[src/core/tmac_pkg.sv]
// tmac_pkg: constants, register pointers and bus states of the temperature
// monitor alarm and control block.
// assumes a 100 MHz core clock; every cycle count below derives from it.
package tmac_pkg;
  localparam int CLK_PERIOD_NS   = 10;
  localparam int CYC_PER_MS      = 1_000_000 / CLK_PERIOD_NS;
  localparam int CONV_AVG_MS     = 96;
  localparam int CONV_FAST_US    = 15300;
  localparam int BUS_TIMEOUT_MS  = 25;
  localparam int PERIOD_SLOW_MS  = 16000;
  localparam int CONV_AVG_CYC    = CONV_AVG_MS * CYC_PER_MS;
  localparam int CONV_FAST_CYC   = CONV_FAST_US * (CYC_PER_MS / 1000);
  localparam int BUS_TIMEOUT_CYC = BUS_TIMEOUT_MS * CYC_PER_MS;
  localparam int PERIOD_SLOW_CYC = PERIOD_SLOW_MS * CYC_PER_MS;

  localparam logic [6:0] DEV_ADDR        = 7'h4c;
  localparam logic [6:0] ALERT_RESP_ADDR = 7'h0c;

  localparam logic [7:0] RD_LOCAL   = 8'h00;
  localparam logic [7:0] RD_REMOTE  = 8'h01;
  localparam logic [7:0] RD_STATUS  = 8'h02;
  localparam logic [7:0] RD_CFG     = 8'h03;
  localparam logic [7:0] RD_RATE    = 8'h04;
  localparam logic [7:0] RD_LHI     = 8'h05;
  localparam logic [7:0] RD_LLO     = 8'h06;
  localparam logic [7:0] RD_RHI     = 8'h07;
  localparam logic [7:0] RD_RLO     = 8'h08;
  localparam logic [7:0] WR_CFG     = 8'h09;
  localparam logic [7:0] WR_RATE    = 8'h0a;
  localparam logic [7:0] WR_LHI     = 8'h0b;
  localparam logic [7:0] WR_LLO     = 8'h0c;
  localparam logic [7:0] WR_RHI     = 8'h0d;
  localparam logic [7:0] WR_RLO     = 8'h0e;
  localparam logic [7:0] WR_ONESHOT = 8'h0f;
  localparam logic [7:0] RW_THR     = 8'h19;
  localparam logic [7:0] RW_THL     = 8'h20;
  localparam logic [7:0] RW_HYST    = 8'h21;
  localparam logic [7:0] RW_FCNT    = 8'h22;

  localparam int ST_LHI   = 6;
  localparam int ST_OPEN  = 2;
  localparam int ST_RTH   = 1;
  localparam int ST_LTH   = 0;
  localparam int CFG_GATE = 7;
  localparam int CFG_STBY = 6;
  localparam int FC_TMO   = 7;
  localparam int FC_MSB   = 3;
  localparam int FC_LSB   = 1;

  localparam logic [7:0] CFG_USED  = 8'hc0;
  localparam logic [3:0] RATE_MAX  = 4'ha;
  localparam logic [3:0] RATE_FAST = 4'h9;
  localparam logic [7:0] RST_RATE  = 8'h08;
  localparam logic [7:0] RST_HI    = 8'h55;
  localparam logic [7:0] RST_LO    = 8'h00;
  localparam logic [7:0] RST_OVERTEMP_THROTTLE_N = 8'h55;
  localparam logic [7:0] RST_HYST  = 8'h0a;
  localparam logic [7:0] RST_FCNT  = 8'h01;
  localparam logic [7:0] RST_PTR   = 8'h00;
  localparam logic [7:0] CRC_POLY  = 8'h07;
  localparam logic [2:0] FAULT_MAX = 3'h4;
  localparam logic [3:0] BYTE_BITS = 4'h8;
  localparam logic [3:0] ACK_BIT   = 4'h9;

  typedef enum logic [5:0] {
    BUS_IDLE  = 6'h01,
    BUS_ADDR  = 6'h02,
    BUS_PTR   = 6'h04,
    BUS_WDATA = 6'h08,
    BUS_READ  = 6'h10,
    BUS_SKIP  = 6'h20
  } tmac_bus_t;
endpackage

[src/core/tmac_crc8.sv]
// tmac_crc8: one byte step of the packet check sequence, msb first.
// assumes the caller holds the running value in its own register.
`timescale 1ns/100ps
`default_nettype none
module tmac_crc8
  import tmac_pkg::*;
(
  input  wire logic [7:0] crcIn,
  input  wire logic [7:0] dataIn,
  output var  logic [7:0] crcOut
);
  always_comb begin
    crcOut = crcIn ^ dataIn;
    for (int i = 0; i < 8; i++) begin
      crcOut = crcOut[7] ? ({crcOut[6:0], 1'b0} ^ CRC_POLY) : {crcOut[6:0], 1'b0};
    end
  end
endmodule
`default_nettype wire

[src/core/tmac_monitor.sv]
// tmac_monitor: two-wire slave, limit flags, alarm latch, throttle output
// and conversion sequencing of a local/remote temperature monitor.
// assumes the converter results arrive on core_clk; bus pins are async.
`timescale 1ns/100ps
`default_nettype none
module tmac_monitor
  import tmac_pkg::*;
#(
  parameter int ConvAvgCyc    = CONV_AVG_CYC,
  parameter int ConvFastCyc   = CONV_FAST_CYC,
  parameter int BusTimeoutCyc = BUS_TIMEOUT_CYC,
  parameter int PeriodSlowCyc = PERIOD_SLOW_CYC
) (
  input  wire logic       core_clk,
  input  wire logic       sys_rst,
  input  wire logic       sclIn,
  input  wire logic       sdaIn,
  output var  logic       sdaOut,
  output var  logic       sdaOeN,
  output var  logic       alertOut,
  output var  logic       alertOeN,
  output var  logic       overtempThrottleN,
  output var  logic       convActive,
  input  wire logic [7:0] localMeas,
  input  wire logic [7:0] remoteMeas,
  input  wire logic       remoteOpen
);
  typedef struct packed {
    logic [2:0]  sclSy;
    logic [2:0]  sdaSy;
    tmac_bus_t   bus;
    logic [3:0]  bitCnt;
    logic [7:0]  shift;
    logic [7:0]  txByte;
    logic [7:0]  ptr;
    logic [7:0]  crc;
    logic        dataDone;
    logic        pecSent;
    logic        sdaOeN;
    logic [31:0] tmo;
    logic [7:0]  cfg;
    logic [7:0]  rate;
    logic [7:0]  hiL;
    logic [7:0]  loL;
    logic [7:0]  hiR;
    logic [7:0]  loR;
    logic [7:0]  thR;
    logic [7:0]  thL;
    logic [7:0]  hyst;
    logic [7:0]  fcnt;
    logic [7:0]  locVal;
    logic [7:0]  remVal;
    logic        openQ;
    logic [6:0]  flags;
    logic        alertLatch;
    logic        alertOeN;
    logic        otN;
    logic        busy;
    logic [31:0] convCnt;
    logic [31:0] perCnt;
    logic [2:0]  faultL;
    logic [2:0]  faultR;
  } tmac_state_t;

  localparam tmac_state_t ST_RESET = '{
    sclSy: 3'h7, sdaSy: 3'h7, bus: BUS_IDLE, ptr: RST_PTR, sdaOeN: 1'b1,
    rate: RST_RATE, hiL: RST_HI, loL: RST_LO, hiR: RST_HI, loR: RST_LO,
    thR: RST_OVERTEMP_THROTTLE_N, thL: RST_OVERTEMP_THROTTLE_N, hyst: RST_HYST, fcnt: RST_FCNT,
    alertOeN: 1'b1, otN: 1'b1, default: '0};

  tmac_state_t q;
  tmac_state_t d;
  logic        sclRise;
  logic        sclFall;
  logic        startC;
  logic        stopC;
  logic        tmoHit;
  logic        statusRd;
  logic        araHit;
  logic        araClr;
  logic        regWr;
  logic        oneShotWr;
  logic        convDone;
  logic        startConv;
  logic        standby;
  logic [7:0]  rdVal;
  logic [7:0]  crcByte;
  logic [7:0]  crcOut;
  logic [3:0]  rateEff;
  logic [31:0] convLen;
  logic [1:0]  newL;
  logic [1:0]  newR;
  logic [1:0]  presL;
  logic [1:0]  presR;
  logic [4:0]  keep;
  logic [4:0]  setMask;
  logic [2:0]  need;

  // {above high limit, at or below low limit}
  function automatic logic [1:0] trips(input logic [7:0] v, input logic [7:0] hi,
                                       input logic [7:0] lo);
    trips = {v > hi, v <= lo};
  endfunction

  // saturating count of consecutive out-of-limit results
  function automatic logic [2:0] bump(input logic [2:0] cnt, input logic hit);
    bump = !hit ? 3'h0 : (cnt == FAULT_MAX) ? cnt : cnt + 3'h1;
  endfunction

  // thermometer code 000/001/011/111 gives one to four
  function automatic logic [2:0] faultNeed(input logic [2:0] code);
    faultNeed = code[2] ? 3'h4 : code[1] ? 3'h3 : code[0] ? 3'h2 : 3'h1;
  endfunction

  // widened so reading plus hysteresis cannot wrap past 255
  function automatic logic thermNext(input logic cur, input logic [7:0] v,
                                     input logic [7:0] lim, input logic [7:0] hy);
    if (v > lim) begin
      thermNext = 1'b1;
    end else if ({1'b0, v} + {1'b0, hy} < {1'b0, lim}) begin
      thermNext = 1'b0;
    end else begin
      thermNext = cur;
    end
  endfunction

  assign crcByte = (q.bus == BUS_READ) ? q.txByte : q.shift;

  tmac_crc8 u_crc (
    .crcIn  (q.crc),
    .dataIn (crcByte),
    .crcOut (crcOut)
  );

  ////////////////////////////////////////////////////////////////////////////
  always_comb begin
    d         = q;
    d.sclSy   = {q.sclSy[1:0], sclIn};
    d.sdaSy   = {q.sdaSy[1:0], sdaIn};
    sclRise   = q.sclSy[1] & ~q.sclSy[2];
    sclFall   = ~q.sclSy[1] & q.sclSy[2];
    startC    = q.sclSy[1] & q.sclSy[2] & ~q.sdaSy[1] & q.sdaSy[2];
    stopC     = q.sclSy[1] & q.sclSy[2] & q.sdaSy[1] & ~q.sdaSy[2];
    statusRd  = 1'b0;
    araHit    = 1'b0;
    regWr     = 1'b0;
    oneShotWr = 1'b0;
    tmoHit    = 1'b0;
    case (q.ptr)
      RD_LOCAL:  rdVal = q.locVal;
      RD_REMOTE: rdVal = q.remVal;
      RD_STATUS: rdVal = {q.busy, q.flags};
      RD_CFG:    rdVal = q.cfg;
      RD_RATE:   rdVal = q.rate;
      RD_LHI:    rdVal = q.hiL;
      RD_LLO:    rdVal = q.loL;
      RD_RHI:    rdVal = q.hiR;
      RD_RLO:    rdVal = q.loR;
      RW_THR:    rdVal = q.thR;
      RW_THL:    rdVal = q.thL;
      RW_HYST:   rdVal = q.hyst;
      RW_FCNT:   rdVal = q.fcnt;
      default:   rdVal = 8'h00;
    endcase

    // idle counter restarts on each clock edge, start or stop, so only a stall of the whole timeout cuts a host off
    if (q.bus == BUS_IDLE || sclRise || sclFall || startC || stopC) begin
      d.tmo = '0;
    end else begin
      d.tmo  = q.tmo + 32'h1;
      tmoHit = q.fcnt[FC_TMO] && (q.tmo >= 32'(BusTimeoutCyc - 1));
    end

    // the bus keeps running whatever the mode
    if (startC) begin
      d.bus      = BUS_ADDR;
      d.bitCnt   = '0;
      d.sdaOeN   = 1'b1;
      d.dataDone = 1'b0;
      d.pecSent  = 1'b0;
      if (q.bus == BUS_IDLE) begin
        d.crc = '0;
      end
    end else if (stopC || tmoHit) begin
      d.bus    = BUS_IDLE;
      d.sdaOeN = 1'b1;
    end else if (q.bus != BUS_IDLE && q.bus != BUS_SKIP) begin
      if (sclRise) begin
        d.shift  = {q.shift[6:0], q.sdaSy[1]};
        d.bitCnt = q.bitCnt + 4'h1;
      end
      if (sclFall && q.bitCnt == BYTE_BITS) begin
        if (q.bus == BUS_READ) begin
          d.sdaOeN = 1'b1;
        end else begin
          d.crc    = crcOut;
          d.sdaOeN = 1'b0;
          unique case (q.bus)
            BUS_ADDR: begin
              if (q.shift[7:1] == DEV_ADDR) begin
                d.bus    = q.shift[0] ? BUS_READ : BUS_PTR;
                d.txByte = rdVal;
                statusRd = q.shift[0] && (q.ptr == RD_STATUS);
              end else if (q.shift[7:1] == ALERT_RESP_ADDR && q.shift[0] && q.alertLatch) begin
                d.bus    = BUS_READ;
                d.txByte = {DEV_ADDR, 1'b0};
                araHit   = 1'b1;
              end else begin
                d.bus    = BUS_SKIP;
                d.sdaOeN = 1'b1;
              end
            end
            BUS_PTR: begin
              d.ptr = q.shift;
              d.bus = BUS_WDATA;
            end
            BUS_WDATA: begin
              // a byte after the data byte is the packet check; taken, not stored
              regWr      = ~q.dataDone;
              d.dataDone = 1'b1;
            end
          endcase
        end
      end else if (sclFall && q.bitCnt == ACK_BIT) begin
        d.bitCnt = '0;
        d.sdaOeN = 1'b1;
        if (q.bus == BUS_READ) begin
          if (q.shift[0]) begin
            d.bus = BUS_SKIP;
          end else if (!q.dataDone) begin
            d.sdaOeN   = q.txByte[7];
            d.dataDone = 1'b1;
            d.crc      = crcOut;
          end else begin
            d.txByte  = q.pecSent ? 8'hff : q.crc;
            d.sdaOeN  = d.txByte[7];
            d.pecSent = 1'b1;
          end
        end
      end else if (sclFall && q.bus == BUS_READ) begin
        d.txByte = {q.txByte[6:0], 1'b1};
        d.sdaOeN = q.txByte[6];
      end
    end

    ////////////////////////////////////////////////////////////////////////////
    if (regWr) begin
      case (q.ptr)
        WR_CFG:     d.cfg = q.shift & CFG_USED;
        WR_RATE:    d.rate = q.shift;
        WR_LHI:     d.hiL = q.shift;
        WR_LLO:     d.loL = q.shift;
        WR_RHI:     d.hiR = q.shift;
        WR_RLO:     d.loR = q.shift;
        WR_ONESHOT: oneShotWr = 1'b1;
        RW_THR:     d.thR = q.shift;
        RW_THL:     d.thL = q.shift;
        RW_HYST:    d.hyst = q.shift;
        RW_FCNT:    d.fcnt = q.shift;
        default:    ;
      endcase
    end

    // reserved codes 0b to 0f run at the fastest rate; the upper nibble is not decoded
    rateEff  = (q.rate[3:0] > RATE_MAX) ? RATE_MAX : q.rate[3:0];
    convLen  = (rateEff >= RATE_FAST) ? 32'(ConvFastCyc) : 32'(ConvAvgCyc);
    convDone = q.busy && (q.convCnt == '0);
    standby  = q.cfg[CFG_STBY];
    if (q.busy) begin
      d.convCnt = q.convCnt - 32'h1;
      d.busy    = !convDone;
    end
    startConv = 1'b0;
    if (!standby) begin
      if (q.perCnt == '0) begin
        d.perCnt  = (32'(PeriodSlowCyc) >> rateEff) - 32'h1;
        startConv = !q.busy;
      end else begin
        d.perCnt = q.perCnt - 32'h1;
      end
    end else begin
      d.perCnt  = '0;
      startConv = oneShotWr && !q.busy;
    end
    if (startConv) begin
      d.busy    = 1'b1;
      d.convCnt = convLen - 32'h1;
    end

    ////////////////////////////////////////////////////////////////////////////
    newL    = trips(localMeas, q.hiL, q.loL);
    newR    = trips(remoteMeas, q.hiR, q.loR);
    presL   = trips(q.locVal, q.hiL, q.loL);
    presR   = trips(q.remVal, q.hiR, q.loR);
    need    = faultNeed(q.fcnt[FC_MSB:FC_LSB]);
    setMask = '0;
    if (convDone) begin
      d.locVal = localMeas;
      d.remVal = remoteMeas;
      d.openQ  = remoteOpen;
      d.faultL = bump(q.faultL, |newL);
      d.faultR = bump(q.faultR, |newR);
      setMask  = {newL & {2{d.faultL >= need}}, newR & {2{d.faultR >= need}},
                  remoteOpen};
      d.flags[ST_RTH] = thermNext(q.flags[ST_RTH], remoteMeas, q.thR, q.hyst);
      d.flags[ST_LTH] = thermNext(q.flags[ST_LTH], localMeas, q.thL, q.hyst);
    end
    // a live cause, or a new trip in the same cycle, beats the read-clear
    keep = statusRd ? {presL, presR, q.openQ} : 5'h1f;
    d.flags[ST_LHI:ST_OPEN] = (q.flags[ST_LHI:ST_OPEN] & keep) | setMask;

    araClr       = araHit && !(|q.flags[ST_LHI:ST_OPEN]);
    d.alertLatch = (q.alertLatch && !araClr) || (|q.flags[ST_LHI:ST_OPEN]);
    d.alertOeN   = !(q.alertLatch && !q.cfg[CFG_GATE]);
    d.otN        = !(d.flags[ST_RTH] || d.flags[ST_LTH]);
  end

  always_ff @(posedge core_clk) begin
    if (sys_rst) begin
      q <= ST_RESET;
    end else begin
      q <= d;
    end
  end

  // open-drain pins only ever pull low
  assign sdaOut            = 1'b0;
  assign alertOut          = 1'b0;
  assign sdaOeN            = q.sdaOeN;
  assign alertOeN          = q.alertOeN;
  assign overtempThrottleN = q.otN;
  assign convActive        = q.busy;
endmodule
`default_nettype wire

[config.mk]
export PLATFORM = sky130hd
export DESIGN_NAME = tmac_monitor
export DESIGN_NICKNAME = d
export VERILOG_FILES = /design/src/core/tmac_pkg.sv /design/src/core/tmac_crc8.sv /design/src/core/tmac_monitor.sv
export SDC_FILE = /design/constraint.sdc
export NUM_CORES = 1
export LEC_CHECK = 0
export BUFFER_PORTS_ARGS = -buffer_cell sky130_fd_sc_hd__buf_2
export CAP_MARGIN = 20
export CORE_MARGIN = 10
export CORE_UTILIZATION = 43
export CTS_BUF_LIST = sky130_fd_sc_hd__clkbuf_8 sky130_fd_sc_hd__clkbuf_16
export DETAILED_ROUTE_END_ITERATION = 16
export GPL_TIMING_DRIVEN = 1
export HOLD_SLACK_MARGIN = 0.08
export PLACE_DENSITY = 0.65
export SKIP_CTS_REPAIR_TIMING = 1
export SLEW_MARGIN = 20
export SYNTH_ARGS = -nofsm -noshare
export SYNTH_HDL_FRONTEND = slang
export SYNTH_SLANG_ARGS = --single-unit
[constraint.sdc]
create_clock -name core_clk -period 7.9 [get_ports core_clk]
set_input_delay 1.975 -clock core_clk [delete_from_list [all_inputs] [get_ports core_clk]]
set_output_delay 1.975 -clock core_clk [all_outputs]
set_load 0.05 [all_outputs]
Word level (Yosys, flattened, before mapping):

Index checks and enable logic that the tools add are counted.

* word-level logic and storage cells: 320
* bits in writable memories: 0
* input bits: 21
* bits in read-only memories: 0
* memories: 0
* flip-flop bits (word level): 255
* latch bits: 0
* output and inout port bits: 6

* bitwise operators: 29
* divide/modulo/power cells: 0
* multiplexer cells: 107
* shift operators: 1
* equality and inequality tests: 52
* magnitude comparators: 17
* multipliers: 0
* add/subtract/negate cells: 10
* reduce and logical (&&, ||, !) cells: 69

Operators by type and width (number)
* $mux 8: 14
* $pmux 8 s13: 1
* $sub 32x1->32 const B: 3
* $mux 11: 8
* $mux 33: 2
* $eq 8x4->1 const B: 8
* $logic_not 32->1: 2
* $gt 8x8->1: 6
* $mux 1: 42
* $mux 6: 7
* $mux 41: 1
* $mux 3: 13
* $mux 38: 1
* $add 32x1->32 const B: 1
* $eq 8x3->1 const B: 4
* $ge 32x22->1 const B: 1
* $le 8x8->1: 4
* $mux 32: 1
* $shr 31x4->32 const A: 1
* $mux 25: 1
* $sub 24x1->25 const B: 1
* $eq 8x6->1 const B: 3
* $mux 24: 1
* $ne 6x6->1 const B: 4
* other kinds (57): 155

Depth between registers and ports, before layout:

* depth in word-level cells: 32
* depth in mapped cells: 15
* depth with buffers taken out: 15

By module:

Synthesis repeated with hierarchy kept, for this count alone.

* cells, all modules: 1947
* area, all modules: 15611.2 µm²

Modules (own cells, without submodules)
* tmac_monitor: times used 1, seq. area each 5104.9 µm², area each 15404.8 µm², cells an instance 1926
* tmac_crc8: times used 1, seq. area each 0.0 µm², area each 206.4 µm², cells an instance 21

Worst setup path after synthesis:

Ideal clock, no wire load.

* kind: input-to-reg
* start: input remoteMeas[0]
* end: register q (netlist bit overtempThrottleN)
* arrival time: 4.320 ns
* path buffers: 0
* data required time: 7.842 ns
* cell stages on the path: 15
* path slack: 3.522 ns
* setup time: 0.058 ns
* cells stage by stage: ha_1 > inv_1 > fa_1 > nor2b_1 > o21ai_0 > a21boi_0 > o21ai_0 > nand2b_1 > xor2_1 > ha_1 > nor4_1 > o221a_2 > o2111ai_1 > a21oi_1 > a21o_1

* longest elaborated chain between the ends: 7
* elaborated cells between the ends (all ways): 8
* classes of those cells: 1 x add/sub; 2 x order compare; 3 x mux; 2 x reduce/logical

RTL lines
* from (decl): RTL line tmac_monitor.sv:25 `input wire logic [7:0] remoteMeas,`
* $add 8x8->9: RTL line tmac_monitor.sv:120 `end else if ({1'b0, v} + {1'b0, hy} < {1'b0, lim}) begin`
* $lt 9x8->1: RTL line tmac_monitor.sv:120
* $mux 1: RTL line tmac_monitor.sv:120
* $mux 1 *: RTL line tmac_monitor.sv:118 `if (v > lim) begin`
* $mux 2 *: RTL line tmac_monitor.sv:297 `if (convDone) begin`
* $logic_or 1x1->1 *: RTL line tmac_monitor.sv:315 `d.otN = !(d.flags[ST_RTH] || d.flags[ST_LTH]);`
* $logic_not 1->1 *: RTL line tmac_monitor.sv:315
* to (signal assigned): RTL line tmac_monitor.sv:320 `q <= ST_RESET;`
* to (signal assigned): RTL line tmac_monitor.sv:322 `q <= d;`
* to (decl): RTL line tmac_monitor.sv:71 `tmac_state_t q;`

Every way passes the cells marked *; elsewhere a longest branch is shown, timed or not.
A chain may end at the register's enable or synchronous reset.

Final worst setup path:

* start: input localMeas[1]
* end: register q[80] (netlist bit)

* longest elaborated chain between the ends: 7
* elaborated cells between the ends (all ways): 8
* classes of those cells: 3 x order compare; 2 x mux; 2 x bitwise; 1 x reduce/logical

RTL lines
* from (decl): RTL line tmac_monitor.sv:24 `input wire logic [7:0] localMeas,`
* $le 8x8->1 / $gt 8x8->1 (equally long branches): RTL line tmac_monitor.sv:102 `trips = {v > hi, v <= lo};`
* $reduce_or 2->1: RTL line tmac_monitor.sv:301 `d.faultL = bump(q.faultL, |newL);`
* $mux 3: RTL line tmac_monitor.sv:107 `bump = !hit ? 3'h0 : (cnt == FAULT_MAX) ? cnt : cnt + 3'h1;`
* $ge 3x3->1: RTL line tmac_monitor.sv:303 `setMask = {newL & {2{d.faultL >= need}}, newR & {2{d.faultR >= need}},`
* $and 2x2->2 *: RTL line tmac_monitor.sv:303
* $mux 5 *: RTL line tmac_monitor.sv:297
* $or 5x5->5 *: RTL line tmac_monitor.sv:310 `d.flags[ST_LHI:ST_OPEN] = (q.flags[ST_LHI:ST_OPEN] & keep) | setMask;`

Marks and branches as above.

==> results.yml <==
cells_and_area:
  fin_util: 0.474
  drive_gt1_frac: 0.0760
  area_delta_synth_final_pct: 8.83
  layout.nets: 2042
  antenna_cells: 0
clock_tree:
  clock-root-buffer: "clkbuf_16"
  clockBufferDepth: 3
  cts.sinks: 255
  htreeDepth: 1
  clkLatencyLatePin_ps: 570
  cts_tree: "yes"
  clkTransAtPathRegs_ps: 60
  cts_made_buffers: 29
power_and_ir_drop:
  power_density_nw_per_um2: 240
  p_leak_nw: 6.40
  vdd_drop_max_v: 0.000164
yosys:
  synthCells: 1910
  ys.flop_type: "dfxtp_1"
  synthDistinctLibCells: 83
  avgSynthCellArea_um2: 8.14
  synth_edf_count: 0
  ys_warn_count: 0
  ys_ff_latch: 255
  synth-seq-area-share: 0.329
  syn_area_um2: 15500
  async_flop_share: 0
setup_path:
  critPathMaxStageDelay_ps: 670
  reg2reg_from: "q[25]"
  r2r_setup_slack_ps: 4380
  r2r-end: "q[63]"
  critPathCaptureType: "flop"
  path_max_fanout: 6
  crit_required_ps: 8280
  crit_family: "compound AO/OA/AOI/OAI gates"
  cp.arrival_ps: 4760
  path_cells: "buf_2 > ha_1 > nor2b_1 > o21a_1 > o21a_1 > o21ai_0 > a221oi_1 > o22ai_1 > ha_1 > nand2b_1 > a21o_1 > a21oi_1 > nor2_1 > nand2_1 > a21oi_1"
  cp-start-kind: "input port"
  slowest_stage: "a221oi_1"
  reg2reg_depth: 7
  crit_buf_inv: 1
  crit_type: "input port to flop"
sta:
  skew_ps: 40.4
  timing.hold.ws_ps: 418
  drv_slew: 0
  setup_viol: 0
  worstMarginPinSlew_ps: 1050
  finalCritPeriodShare: 0.554
  timing.fmax_mhz: 228
  max_slew_margin: 0.297
  rsz0062_at_grt: "no"
  period_minus_slack_ps: 4380
  hold_viol: 0
  setup_tns_ps: 0
floorplanning:
  num_io_pins: 27
  initial_core_util: 0.436
  die_y_um: 210
  die_area_um2: 44100
  num_rows: 69
  core_region_area_um2: 35700
  die_w_um: 210
route:
  drt_iter0_markers: 1047
  postRouteAntennaNets: 0
  vias: 13700
  drt_wl_total_um: 43000
  vias_per_cell: 5.79
  firstDrtPassIters: 5
  route.detailed.drc: 0
  wire_per_inst_um: 18.1
grt:
  grt_start_max_net_pins: 82
  grt_pass1_vias: 12900
  grt-ovfl-total: 0
  track_usage: 0.189
  grt_pass1_wl_um: 69400
  antenna_found_initial: 0
worst_hold_path:
  holdPathEnd: "d[257]"
  hold_start: "d[256]"
  hold_class: "flop to flop"
  min_path_cells: 1
job:
  maxCapViolCount: 0
placed_design:
  place_congestion: 0.928
  hpwlAfterDp_um: 30900
  portBuffers: 24
status:
  run_status: "finished, final reports clean"
==> cell usage in the layout, fill, tap and decap left out, types with 5 or more instances in the layout <==
master,instances
dfxtp_1,255
nor2_1,224
nand2_1,200
a21oi_1,158
ha_1,128
inv_1,91
o21ai_0,81
mux2i_1,73
nand3_1,58
xnor2_1,49
xor2_1,47
nor3_1,43
nor2b_1,37
clkbuf_16,29
nand2b_1,27
buf_2,23
a21o_1,22
nand4_1,22
a211oi_1,21
o21a_1,20
o211ai_1,18
or3_1,17
a31oi_1,16
and3_1,15
nor4_1,14
or2_2,14
buf_4,14
or4_1,12
nand4b_1,11
o22ai_1,10
mux4_2,10
nand3b_1,9
a31o_2,9
a22oi_1,8
clkbuf_8,7
and2_1,6
o2111ai_1,6
and4_1,5
==> state kept, by name (all words and copies together), names as in the netlist <==
name / count
q: 247
alertOeN: 1
d: 4
sdaOeN: 1
convActive: 1
overtempThrottleN: 1
==> routing by layer <==
layer | up-vias | share of wire | GRT usage
li1 | 6715 | - | -
met1 | 6521 | 0.45 | 0.253
met2 | 399 | 0.46 | 0.307
met3 | 86 | 0.061 | 0.0291
met4 | 0 | 0.032 | 0.0620
met5 | - | 0 | 0
==> power by group <==
group          total (W)  leakage (nW)  internal, W  switching [W]
combinational    0.00117          3.87     0.000476       0.000697
clock            0.00130         0.468     0.000759       0.000539
sequential       0.00158          2.06      0.00143       0.000153
total            0.00405          6.40      0.00266        0.00139
==> synth_stat cells, types with 8 or more instances <==
| library cell | n | share of area |
|---|---|---|
| dfxtp_1 | 255 | 0.33 |
| nor2_1 | 224 | 0.054 |
| nand2_1 | 200 | 0.048 |
| a21oi_1 | 158 | 0.051 |
| ha_1 | 128 | 0.10 |
| inv_1 | 87 | 0.021 |
| o21ai_0 | 81 | 0.026 |
| clkbuf_1 | 74 | 0.018 |
| mux2i_1 | 73 | 0.047 |
| nand3_1 | 58 | 0.019 |
| xnor2_1 | 49 | 0.028 |
| xor2_1 | 47 | 0.026 |
| nor3_1 | 44 | 0.014 |
| nor2b_1 | 37 | 0.015 |
| nand2b_1 | 27 | 0.011 |
| a21o_1 | 22 | 0.011 |
| nand4_1 | 22 | 0.0089 |
| a211oi_1 | 21 | 0.010 |
| o21a_1 | 20 | 0.0097 |
| o211ai_1 | 18 | 0.0087 |
| or3_1 | 17 | 0.0068 |
| a31oi_1 | 16 | 0.0064 |
| and3_1 | 15 | 0.0060 |
| nor4_1 | 14 | 0.0056 |
| or2_2 | 14 | 0.0056 |
| or4_1 | 12 | 0.0058 |
| nand4b_1 | 11 | 0.0062 |
| mux4_2 | 10 | 0.014 |
| o22ai_1 | 10 | 0.0040 |
| a31o_2 | 9 | 0.0051 |
| nand3b_1 | 9 | 0.0043 |
| a22oi_1 | 8 | 0.0039 |
==> stage by stage <==
stage / cells / power [W] / setup WS (ps) / area (um2)
after global routing: 2369 / 0.00430 / 3280 / 16900
final: 2369 / 0.00405 / 3520 / 16900
after detailed placement: 2321 / 0.00277 / 3030 / 16000
after CTS: 2369 / 0.00407 / 3610 / 16900
after global placement: 2321 / 0.00274 / 3120 / 16000
after floorplan: 1911 / 0.00251 / 3520 / 15500
==> cell families (layout without fill, tap and decap cells) <==
| kind of cell | Yosys count | in the layout | share of synthesized area |
|---|---|---|---|
| compound gates | 421 | 421 | 0.169 |
| xor+xnor | 96 | 96 | 0.0541 |
| fa+ha+maj | 130 | 130 | 0.106 |
| buf+inv | 178 | 175 | 0.0448 |
| flops | 255 | 255 | 0.329 |
| mux | 83 | 83 | 0.0615 |
| other cells | 1 | 2 | 0.000241 |
| simple gates | 746 | 746 | 0.236 |
==> final cells by class <==
| type | instances | area (um2) |
|---|---|---|
| Clock buffer | 36 | 822 |
| Clock inverter | 12 | 90.1 |
| Fill cell | 3507 | 18700 |
| Inverter | 90 | 338 |
| Multi-Input combinational cell | 1478 | 9760 |
| Sequential cell | 255 | 5100 |
| Tap cell | 461 | 577 |
| Timing Repair Buffer | 37 | 220 |
==> worst max path at each step <==
stage | to | cells past startpoint | startpoint | slack, ps
floorplan | overtempThrottleN | 15 | remoteMeas[0] | 3520
global placement | q[77] | 15 | remoteMeas[1] | 3120
detailed placement | q[77] | 15 | remoteMeas[1] | 3030
CTS | q[80] | 15 | localMeas[1] | 3610
global route | q[75] | 16 | remoteMeas[0] | 3280
finish | q[80] | 15 | localMeas[1] | 3520
No activity file was read; power rests on OpenSTA's default activity.
